## src/ctw_pkg.sv

```systemverilog
package ctw_pkg;

  // ----------------------------------------------------------------
  // Opcodes
  // ----------------------------------------------------------------
  localparam logic [7:0] OP_TRAP      = 8'h83;
  localparam logic [7:0] OP_WAIT      = 8'h8F;
  localparam logic [7:0] OP_ZCMP_DIR  = 8'h3D;
  localparam logic [7:0] OP_ZCMP_A    = 8'h4D;
  localparam logic [7:0] OP_ZCMP_X    = 8'h5D;
  localparam logic [7:0] OP_ZCMP_IX1  = 8'h6D;
  localparam logic [7:0] OP_ZCMP_IX   = 8'h7D;
  localparam logic [7:0] OP_ZCMP_STK  = 8'h6D;

  // ----------------------------------------------------------------
  // Cycle counts
  // ----------------------------------------------------------------
  localparam logic [3:0] CYC_TRAP     = 4'h9;
  localparam logic [3:0] CYC_WAIT     = 4'h1;
  localparam logic [3:0] CYC_ZCMP_DIR = 4'h3;
  localparam logic [3:0] CYC_ZCMP_IMP = 4'h1;
  localparam logic [3:0] CYC_ZCMP_IX1 = 4'h3;
  localparam logic [3:0] CYC_ZCMP_IX  = 4'h2;
  localparam logic [3:0] CYC_ZCMP_STK = 4'h4;

  // ----------------------------------------------------------------
  // Trap sequence steps
  // ----------------------------------------------------------------
  localparam logic [3:0] STP_PUSH_PLO = 4'h1;
  localparam logic [3:0] STP_PUSH_PHI = 4'h2;
  localparam logic [3:0] STP_PUSH_X   = 4'h3;
  localparam logic [3:0] STP_PUSH_A   = 4'h4;
  localparam logic [3:0] STP_PUSH_FLG = 4'h5;
  localparam logic [3:0] STP_SET_MASK = 4'h6;
  localparam logic [3:0] STP_VEC_HI   = 4'h7;
  localparam logic [3:0] STP_VEC_LO   = 4'h8;

  // ----------------------------------------------------------------
  // Condition flag bit positions and reset values
  // ----------------------------------------------------------------
  localparam int FLG_V = 7;
  localparam int FLG_I = 3;
  localparam int FLG_N = 2;
  localparam int FLG_Z = 1;
  localparam logic [15:0] RST_WORD = 16'h0000;
  localparam logic [7:0]  RST_BYTE = 8'h00;
  localparam logic [7:0]  ZERO_PAGE = 8'h00;

  // ----------------------------------------------------------------
  // Carriers
  // ----------------------------------------------------------------
  typedef struct packed {
    logic [15:0] pc;
    logic [15:0] stack_ptr;
    logic [15:0] hx;
    logic [7:0]  a;
    logic [7:0]  flags;
  } ctw_regs_t;

  typedef struct packed {
    logic [15:0] addr;
    logic [7:0]  wdata;
    logic        wr;
    logic        rd;
  } ctw_mem_t;

  typedef enum logic [1:0] {ST_IDLE, ST_EXEC, ST_HALT} ctw_state_t;

endpackage

```

## src/ctw_core.sv

```systemverilog
`timescale 1ns/100ps
// How it works
// - Trap runs nine cycles; vector high, then low byte, loads counter.
// - Trap: counter+1; push low, high counter, X, A, flags; set mask.
// - Wait runs one cycle, clears mask, other flags untouched.
// - After wait the core halts its clocking until an interrupt arrives.
// - Zero compare of A, X or memory: V cleared, N and Z updated.
module ctw_core
  import ctw_pkg::*;
#(
  parameter logic [15:0] VEC_ADDR = 16'hFFFC
) (
  // Clock and reset
  input  wire logic       clock_in,
  input  wire logic       srst_in,
  // Instruction issue
  input  wire logic       start_in,
  input  wire logic [7:0] opcode_in,
  input  wire logic       prefix_in,
  input  wire logic [7:0] operand_in,
  input  wire ctw_regs_t  regs_in,
  // Completion
  output logic            busy_out,
  output logic            done_out,
  output ctw_regs_t       regs_out,
  // Interrupt and clock gating
  input  wire logic       irq_in,
  output logic            cpu_run_out,
  // Internal memory bus
  output ctw_mem_t        mem_out,
  input  wire logic [7:0] mem_rdata_in
);

  // ----------------------------------------------------------------
  // Decode
  // ----------------------------------------------------------------
  function automatic logic [3:0] op_cycles(input logic [7:0] op,
                                           input logic       pre);
    logic [3:0] c;
    c = 4'h0;
    if (pre) begin
      // Only the stack-offset zero compare follows the prefix
      if (op == OP_ZCMP_STK) c = CYC_ZCMP_STK;
    end else begin
      case (op)
        OP_TRAP:     c = CYC_TRAP;
        OP_WAIT:     c = CYC_WAIT;
        OP_ZCMP_DIR: c = CYC_ZCMP_DIR;
        OP_ZCMP_A:   c = CYC_ZCMP_IMP;
        OP_ZCMP_X:   c = CYC_ZCMP_IMP;
        OP_ZCMP_IX1: c = CYC_ZCMP_IX1;
        OP_ZCMP_IX:  c = CYC_ZCMP_IX;
        default:     c = 4'h0;
      endcase
    end
    return c;
  endfunction

  ctw_state_t  state_r;
  ctw_state_t  state_nxt;
  ctw_regs_t   work_r;
  ctw_regs_t   work_nxt;
  logic [7:0]  op_r;
  logic        pre_r;
  logic [7:0]  opd_r;
  logic [3:0]  step_r;
  logic [3:0]  total_r;
  logic        done_r;

  wire logic [3:0] start_cyc = op_cycles(opcode_in, prefix_in);
  wire logic       accept    = (state_r == ST_IDLE) && start_in
                               && (start_cyc != 4'h0);
  wire logic       last      = (state_r == ST_EXEC)
                               && (step_r == total_r - 4'h1);
  wire logic       is_trap   = !pre_r && (op_r == OP_TRAP);
  wire logic       is_wait   = !pre_r && (op_r == OP_WAIT);
  wire logic       is_zcmp_a = !pre_r && (op_r == OP_ZCMP_A);
  wire logic       is_zcmp_x = !pre_r && (op_r == OP_ZCMP_X);
  // Anything not trap, wait or register compare reads memory
  wire logic       is_zcmp_m = !is_trap && !is_wait && !is_zcmp_a
                               && !is_zcmp_x;

  // ----------------------------------------------------------------
  // Test operand address
  // ----------------------------------------------------------------
  wire logic [15:0] zcmp_addr =
      pre_r                 ? work_r.stack_ptr + {8'h00, opd_r} :
      (op_r == OP_ZCMP_DIR) ? {ZERO_PAGE, opd_r} :
      (op_r == OP_ZCMP_IX1) ? work_r.hx + {8'h00, opd_r} :
                              work_r.hx;

  // ----------------------------------------------------------------
  // Trap push data select
  // ----------------------------------------------------------------
  wire logic [7:0] push_data =
      (step_r == STP_PUSH_PLO) ? work_r.pc[7:0]  :
      (step_r == STP_PUSH_PHI) ? work_r.pc[15:8] :
      (step_r == STP_PUSH_X)   ? work_r.hx[7:0]  :
      (step_r == STP_PUSH_A)   ? work_r.a        :
                                 work_r.flags;

  // Pushes fall on steps one to five, one byte per cycle
  wire logic trap_push = (state_r == ST_EXEC) && is_trap
                         && (step_r >= STP_PUSH_PLO)
                         && (step_r <= STP_PUSH_FLG);
  wire logic trap_vhi  = (state_r == ST_EXEC) && is_trap
                         && (step_r == STP_VEC_HI);
  wire logic trap_vlo  = (state_r == ST_EXEC) && is_trap
                         && (step_r == STP_VEC_LO);
  wire logic zcmp_rd   = last && is_zcmp_m;

  // ----------------------------------------------------------------
  // Memory bus
  // ----------------------------------------------------------------
  // Strobes last one cycle; read data is taken in that same cycle
  assign mem_out.wr    = trap_push;
  assign mem_out.rd    = trap_vhi || trap_vlo || zcmp_rd;
  assign mem_out.wdata = trap_push ? push_data : RST_BYTE;
  assign mem_out.addr  = trap_push ? work_r.stack_ptr :
                         trap_vhi  ? VEC_ADDR :
                         trap_vlo  ? VEC_ADDR + 16'h0001 :
                         zcmp_rd   ? zcmp_addr : RST_WORD;

  wire logic [7:0] zcmp_val = is_zcmp_a ? work_r.a :
                              is_zcmp_x ? work_r.hx[7:0] : mem_rdata_in;

  // ----------------------------------------------------------------
  // Execution
  // ----------------------------------------------------------------
  always_comb begin
    work_nxt = work_r;
    if (accept) begin
      work_nxt = regs_in;
    end else if (state_r == ST_EXEC) begin
      if (is_trap) begin
        if (step_r == 4'h0) begin
          work_nxt.pc = work_r.pc + 16'h0001;
        end
        if (trap_push) begin
          work_nxt.stack_ptr = work_r.stack_ptr - 16'h0001;
        end
        if (step_r == STP_SET_MASK) begin
          work_nxt.flags[FLG_I] = 1'b1;
        end
        if (trap_vhi) begin
          work_nxt.pc[15:8] = mem_rdata_in;
        end
        if (trap_vlo) begin
          work_nxt.pc[7:0] = mem_rdata_in;
        end
      end else if (is_wait) begin
        // Wait only drops the mask; the halt follows in the state machine
        work_nxt.flags[FLG_I] = 1'b0;
      end else if (last) begin
        work_nxt.flags[FLG_V] = 1'b0;
        work_nxt.flags[FLG_N] = zcmp_val[7];
        work_nxt.flags[FLG_Z] = (zcmp_val == 8'h00);
      end
    end
  end

  always_comb begin
    state_nxt = state_r;
    case (state_r)
      ST_IDLE: begin
        if (accept) state_nxt = ST_EXEC;
      end
      ST_EXEC: begin
        if (last) state_nxt = is_wait ? ST_HALT : ST_IDLE;
      end
      ST_HALT: begin
        // Every register except done_r holds still until irq_in wakes the core
        if (irq_in) state_nxt = ST_IDLE;
      end
      default: state_nxt = ST_IDLE;
    endcase
  end

  always_ff @(posedge clock_in) begin
    if (srst_in) begin
      state_r <= ST_IDLE;
      work_r  <= '0;
      op_r    <= RST_BYTE;
      pre_r   <= 1'b0;
      opd_r   <= RST_BYTE;
      step_r  <= 4'h0;
      total_r <= 4'h0;
      done_r  <= 1'b0;
    end else begin
      state_r <= state_nxt;
      work_r  <= work_nxt;
      done_r  <= last;
      if (accept) begin
        op_r    <= opcode_in;
        pre_r   <= prefix_in;
        opd_r   <= operand_in;
        total_r <= start_cyc;
        step_r  <= 4'h0;
      end else if (state_r == ST_EXEC) begin
        step_r <= step_r + 4'h1;
      end
    end
  end

  // ----------------------------------------------------------------
  // Outputs
  // ----------------------------------------------------------------
  assign busy_out    = (state_r != ST_IDLE);
  assign done_out    = done_r;
  assign regs_out    = work_r;
  assign cpu_run_out = (state_r != ST_HALT);

  // ----------------------------------------------------------------
  // Parameter check
  // ----------------------------------------------------------------
  // The low vector byte sits one above VEC_ADDR, so the pair must not
  // wrap past the top of the address space.
  if (VEC_ADDR == 16'hFFFF) begin : g_vec_check
    $error("VEC_ADDR leaves no room for the low vector byte");
  end

endmodule

```

## config.mk

```make
export PLATFORM = sky130hd
export DESIGN_NAME = ctw_core
export DESIGN_NICKNAME = d
export VERILOG_FILES = /design/src/ctw_pkg.sv /design/src/ctw_core.sv
export SDC_FILE = /design/constraint.sdc
export NUM_CORES = 1
export LEC_CHECK = 0
export CAP_MARGIN = 20
export CORE_UTILIZATION = 48
export CTS_CLUSTER_DIAMETER = 80
export DETAILED_ROUTE_END_ITERATION = 8
export DONT_BUFFER_PORTS = 1
export PLACE_DENSITY = 0.64
export SETUP_SLACK_MARGIN = 0.4
export SLEW_MARGIN = 0
export SYNTH_ARGS = -nofsm -noshare
export SYNTH_HDL_FRONTEND = slang
export SYNTH_SLANG_ARGS = --single-unit
```

## constraint.sdc

```tcl
create_clock -name clock_in -period 3.3 [get_ports clock_in]
set_input_delay 0.99 -clock clock_in [delete_from_list [all_inputs] [get_ports clock_in]]
set_output_delay 0.99 -clock clock_in [all_outputs]
set_load 0.01 [all_outputs]
```

======== After elaboration in Yosys (flattened, before gate mapping) ========
Index checks and enable logic that the tools add are counted.
Widths: inputs -> output; s select.
storage, ports and cells
  word-level logic and storage cells ...... 139
  bits in registers ....................... 92
  input bits .............................. 93
cells by class
  mux-type cells .......................... 42
  eq/ne operators ......................... 30
  reduce and logical (&&, ||, !) cells .... 44
  order comparisons ....................... 2
  add/sub/neg operators ................... 6
operators with widths
  operator               count
  $mux 16                9
  $mux 32                3
  $mux 8                 9
  $eq 8x7->1 const B     7
  $add 16x8->16          2
  $eq 8x8->1 const B     4
  $add 16x1->16 const B  1
  $eq 8x6->1 const B     2
  $logic_and 1x1->1      16
  $pmux 4 s4             1
  $sub 16x1->16 const B  1
  $reduce_and 3->1       5
  $mux 2                 7
  $eq 4x3->1 const B     3
  $ne 2x2->1 const B     6
  $reduce_bool 2->1      5
  $mux 3                 3
  $reduce_bool 3->1      3
  $eq 4x2->1 const B     2
  $logic_not 8->1        1
  $mux 1                 8
  $pmux 2 s3             1
  $logic_not 1->1        5
  $add 4x1->4 const B    1
  other kinds (17)       19

======== Logic depth before layout (Yosys ltp) ========
  depth after elaboration ................. 11
  mapped depth ............................ 10
  depth with buffers taken out ............ 9

======== Worst setup path before layout ========
Ideal clock, no wire load.
  kind .................................... reg-to-output
  start ................................... register work_r (netlist bit regs_out[16])
  end ..................................... output mem_out[24] (netlist bit)
  slack ................................... -0.098 ns
  stages on the path, launching flop included .. 10
  path buffers ............................ 0
  arrival time ............................ 2.408 ns
  cells stage by stage .................... dfxtp_1 ha_1 inv_1 fa_1 nor2b_1 o31ai_1 a2111oi_0 xor2_1 a22oi_1 o21ai_0
RTL lines
  item                    RTL line         RTL
  start, declared         ctw_core.sv:61   ctw_regs_t work_r;
  start signal, assigned  ctw_core.sv:191  work_r <= work_nxt;
  end, declared           ctw_core.sv:30   output ctw_mem_t mem_out,

==> results.md <==
Drt:
- The detailed-route wire length per cell is around 22 um.
- The first TritonRoute pass finished after 5 iterations.
- The routed via count is about 7.5k.
- The via-per-instance ratio is 6.47.
- The number of DRC markers after the initial detailed-route iteration is 671.
- The residual antenna-violating net count after detailed routing is 0.
- The total wire length after detailed routing is approximately 25 mm.
- The final routed DRC violation total is 0.

Cells and area:
- The most common library cell in the layout ignoring fill and taps is nand2_1.
- The final design instance area without fill is 0.00891 sq mm.
- The fraction of final layout cells with drive strength greater than 1 is 29.7%.
- The final antenna diode count is 0.
- The top cell types in the final layout, fill and taps aside, are nand2_1, buf_4, a21oi_1, nor2_1, dfxtp_1.
- The final core utilization is 66.2%.
- At the end of the flow, the number of nets in the layout was about 1.1k.
- The layout overhead on the synthesized area is 32.3%.

Yosys:
- The top-area cell type share of the netlist area is about 27%.
- For this run, asynchronously set or reset flops after synthesis account for 0%.
- A synthesized cell averages between 7 and 8 sq um.
- The synthesized netlist contains between 70 and 80 unique library cells.
- Yosys attributes the largest share of cell area to dfxtp_1, nand2_1, a21oi_1.
- The number of warning messages in the yosys log is 0.
- Synthesis inferred 92 register bits.
- For this run, the leading register cell type out of synthesis is dfxtp_1.
- Counting every net in the synthesized netlist gives approximately 1.0k.
- The library cell occupying the most area in the post-synthesis netlist is dfxtp_1.
- The number of flops mapped to enable cells by yosys is 0.
- The combined area of all synthesized cells is around 0.0067 sq mm.
- The post-synthesis instance total is approximately 900.
- The sequential fraction of the synthesis area is 27.4%.

Outcome:
- The final reports fail on setup timing.
- The flow ran to the end, but the final reports show violations.

Global routing:
- The residual overflow from global routing is 0.
- In the global route stage, overall resource usage came out at 34.4%.
- The global routing usage on met1 is 44.9%.
- The largest net degree at the start of global routing is 91.
- The met2 track demand over resource in global routing is roughly 54%.
- The via count of the first global-routing pass came to between 6k and 7k.
- The met3 usage in global routing is a little under a tenth.
- The first-pass GRT wire length is approximately 38 mm.
- The number of antenna violations at the first check in global routing is 0.
- After global routing, the most crowded layer is met2.

Floorplan:
- The height of the die is approximately 120 um.
- The standard cell core area is approximately 0.013 sq mm.
- The die boundary width is around 120 um.
- The row count is 42.
- The floorplan step defined a die boundary enclosing between 0.01 and 0.015 sq mm.
- The starting utilization of the core area is 50.0%.
- The number of top-level design ports is 186.

Clock network:
- The later pin in the worst-skew pair is clocked with a latency of roughly 0.36 ns.
- The clock-pin slew of the registers on the worst-case setup and hold paths is ~0.070 ns.
- The H-tree was split into 3 levels.
- The clock sink count is between 90 and 100.
- In this run, CTS created clock tree buffers numbering 9.
- TritonCTS built the clock tree.
- Buffers inserted to repair hold after CTS numbered 0.
- The clock passes through at most 2 buffers.
- The clock root buffer is clkbuf_16.

Worst setup path:
- Along the worst path, the maximum fanout reaches 3.
- The worst-path cell with the longest stage delay is fa_2.
- The critical path in this run is classified as reg2out.
- The element type at the critical path start is a flip-flop.
- Setup slack on the worst reg-to-reg path comes out at approximately 0.81 ns.
- The worst setup path is captured at an output pin.
- The critical path data arrival time is 2.51 ns.
- The critical path goes through ha_2, fa_2, a211oi_4, o21bai_1, a21oi_2, xor2_1, a211o_1, a21oi_4.
- The largest incremental delay on the critical path is ~0.40 ns.
- For the worst setup path, the data required time is between 2 and 2.5 ns.

Place:
- The total cell area at the placement stage is between 0.007 and 0.008 sq mm.
- The post-detailed-placement half-perimeter wirelength is between 15 and 20 mm.
- The count of buffers from port buffering is 0.
- Timing analysis after detailed placement gives a worst setup slack of roughly 0.10 ns.
- The congestion estimate from routability-driven global placement came to around 0.92.

STA:
- The number of hold-slack violations in the final timing report was 0.
- Based on the critical path, the design can be clocked at up to ~0.29 GHz.
- After layout, the worst path uses 106% of the clock period.
- The worst-margin pin slew is around 0.64 ns.
- The number of setup violations in the final report is 8.
- The final worst slack is -0.203 ns.
- For the final routed database, the setup TNS stands at -0.517 ns.
- The setup clock skew after layout is 0.00554 ns.
- The number of slew-limit violations in the final report was 0.
- Setup repair after global routing could not meet its margin everywhere.
- Counting I/O delays and the setup requirement, the final critical path takes 3.50 ns.
- The worst pin sits at a relative slew slack of 57.3%.

Min path:
- The path class of the tightest hold or removal check is reg2reg.

Power:
- For this design the ratio of total power to cell area is 261 mW/mm^2.
- The total design power is 2320 uW.
- The worst vdd rail ir drop is 0.330 mV.
- The leakage power of the design is around 0.003 uW.

Job:
- Across the run, the number of max-cap violations was 0.
-- critical path, delay by kind of cell, from the launching register on --
| kind | cells | cell delay (ns) |
|---|---|---|
| DFF | 1 | 0.37 |
| AOI/OAI and AO/OA | 5 | 1.07 |
| xor gates and xnor gates | 1 | 0.08 |
| adders and majority gates | 2 | 0.63 |
-- Yosys cell counts (3+ instances only) --
master and number:
nor4_1 12, a211o_1 5, or2_2 8, and4_1 7
nand2_1 153, o211ai_1 7, a221oi_1 4, or3_1 4
o31ai_1 3, nand4_1 10, and3_1 8, a21o_1 8
ha_1 24, and2_1 5, o21ai_0 35, o22ai_1 5
a22oi_1 5, a41oi_1 3, xnor2_1 28, clkbuf_1 49
a311oi_1 5, xor2_1 19, mux2i_1 16, o21bai_1 6
dfxtp_1 92, nand3_1 30, nor3_1 22, a21oi_1 107
nor4b_1 3, inv_1 19, a31oi_1 16, nand4b_1 3
nor3b_1 5, nand2b_1 4, buf_2 9, nor2_1 87
a211oi_1 40, nand3b_1 5, nor2b_1 8, o21a_1 4
-- per-stage QoR --
| stage | hold WS (ns) | std cells |
|---|---|---|
| floorplan | 0.445 | 926 |
| global placement | 0.462 | 1113 |
| detailed placement | 0.462 | 1113 |
| CTS | 0.476 | 1153 |
| global route | 0.500 | 1161 |
| finish | 0.482 | 1161 |
-- final timing paths --
kind | cells past startpoint | startpoint | to
worst max-delay path | 8 | opd_r[0] | mem_out[16]
worst min-delay path | 2 | total_r[2] | total_r[2]
worst max register to register | 8 | op_r[5] | regs_out[61]
worst min register to register | 2 | total_r[2] | total_r[2]
-- metal layers --
layer / wire [um] / part of all wire, %
met1: 10500 / 42
met2: 11500 / 45
met3: 2580 / 10
met4: 724 / 2.9
met5: 0 / 0
-- power by group --
part,total (uW),switching [uW],internal [uW]
clock,1100,502,600
sequential,1130,16.4,1110
combinational,93.1,51.4,41.7
-- kinds of logic after synthesis --
kind of cell               synth area share, %
AOI/OAI and AO/OA                         25.3
muxes                                     2.71
DFF                                       27.4
and+or+nand+nor                           28.4
adders and majority gates                 5.06
buffers and inverters                     4.74
xor gates and xnor gates                  6.45
-- sequential cells by signal, indices dropped and copies added, names as in the netlist --
register,cells
done_out,1
op_r,8
opd_r,8
pre_r,1
regs_out,64
state_r,2
step_r,4
total_r,4
-- repair_timing --
| action | 4_1_cts | 5_1_grt |
|---|---|---|
| resized for setup | 172 | 37 |
| setup buffers | 24 | 8 |
| gates cloned | 0 | 0 |
| endpoints found under the setup margin | 26 | 26 |
| pin swaps | 58 | 24 |
-- layout make-up --
| type | instances | area (sq um) |
|---|---|---|
| tap | 176 | 220 |
| multi-input combinational | 753 | 5540 |
| clock buffer | 9 | 225 |
| fill | 1137 | 4550 |
| sequential | 92 | 1900 |
| clock inverter | 7 | 80.1 |
| timing repair buffer | 104 | 866 |
| inverter | 20 | 82.6 |
Note: power is estimated with default switching activity, not from simulation.
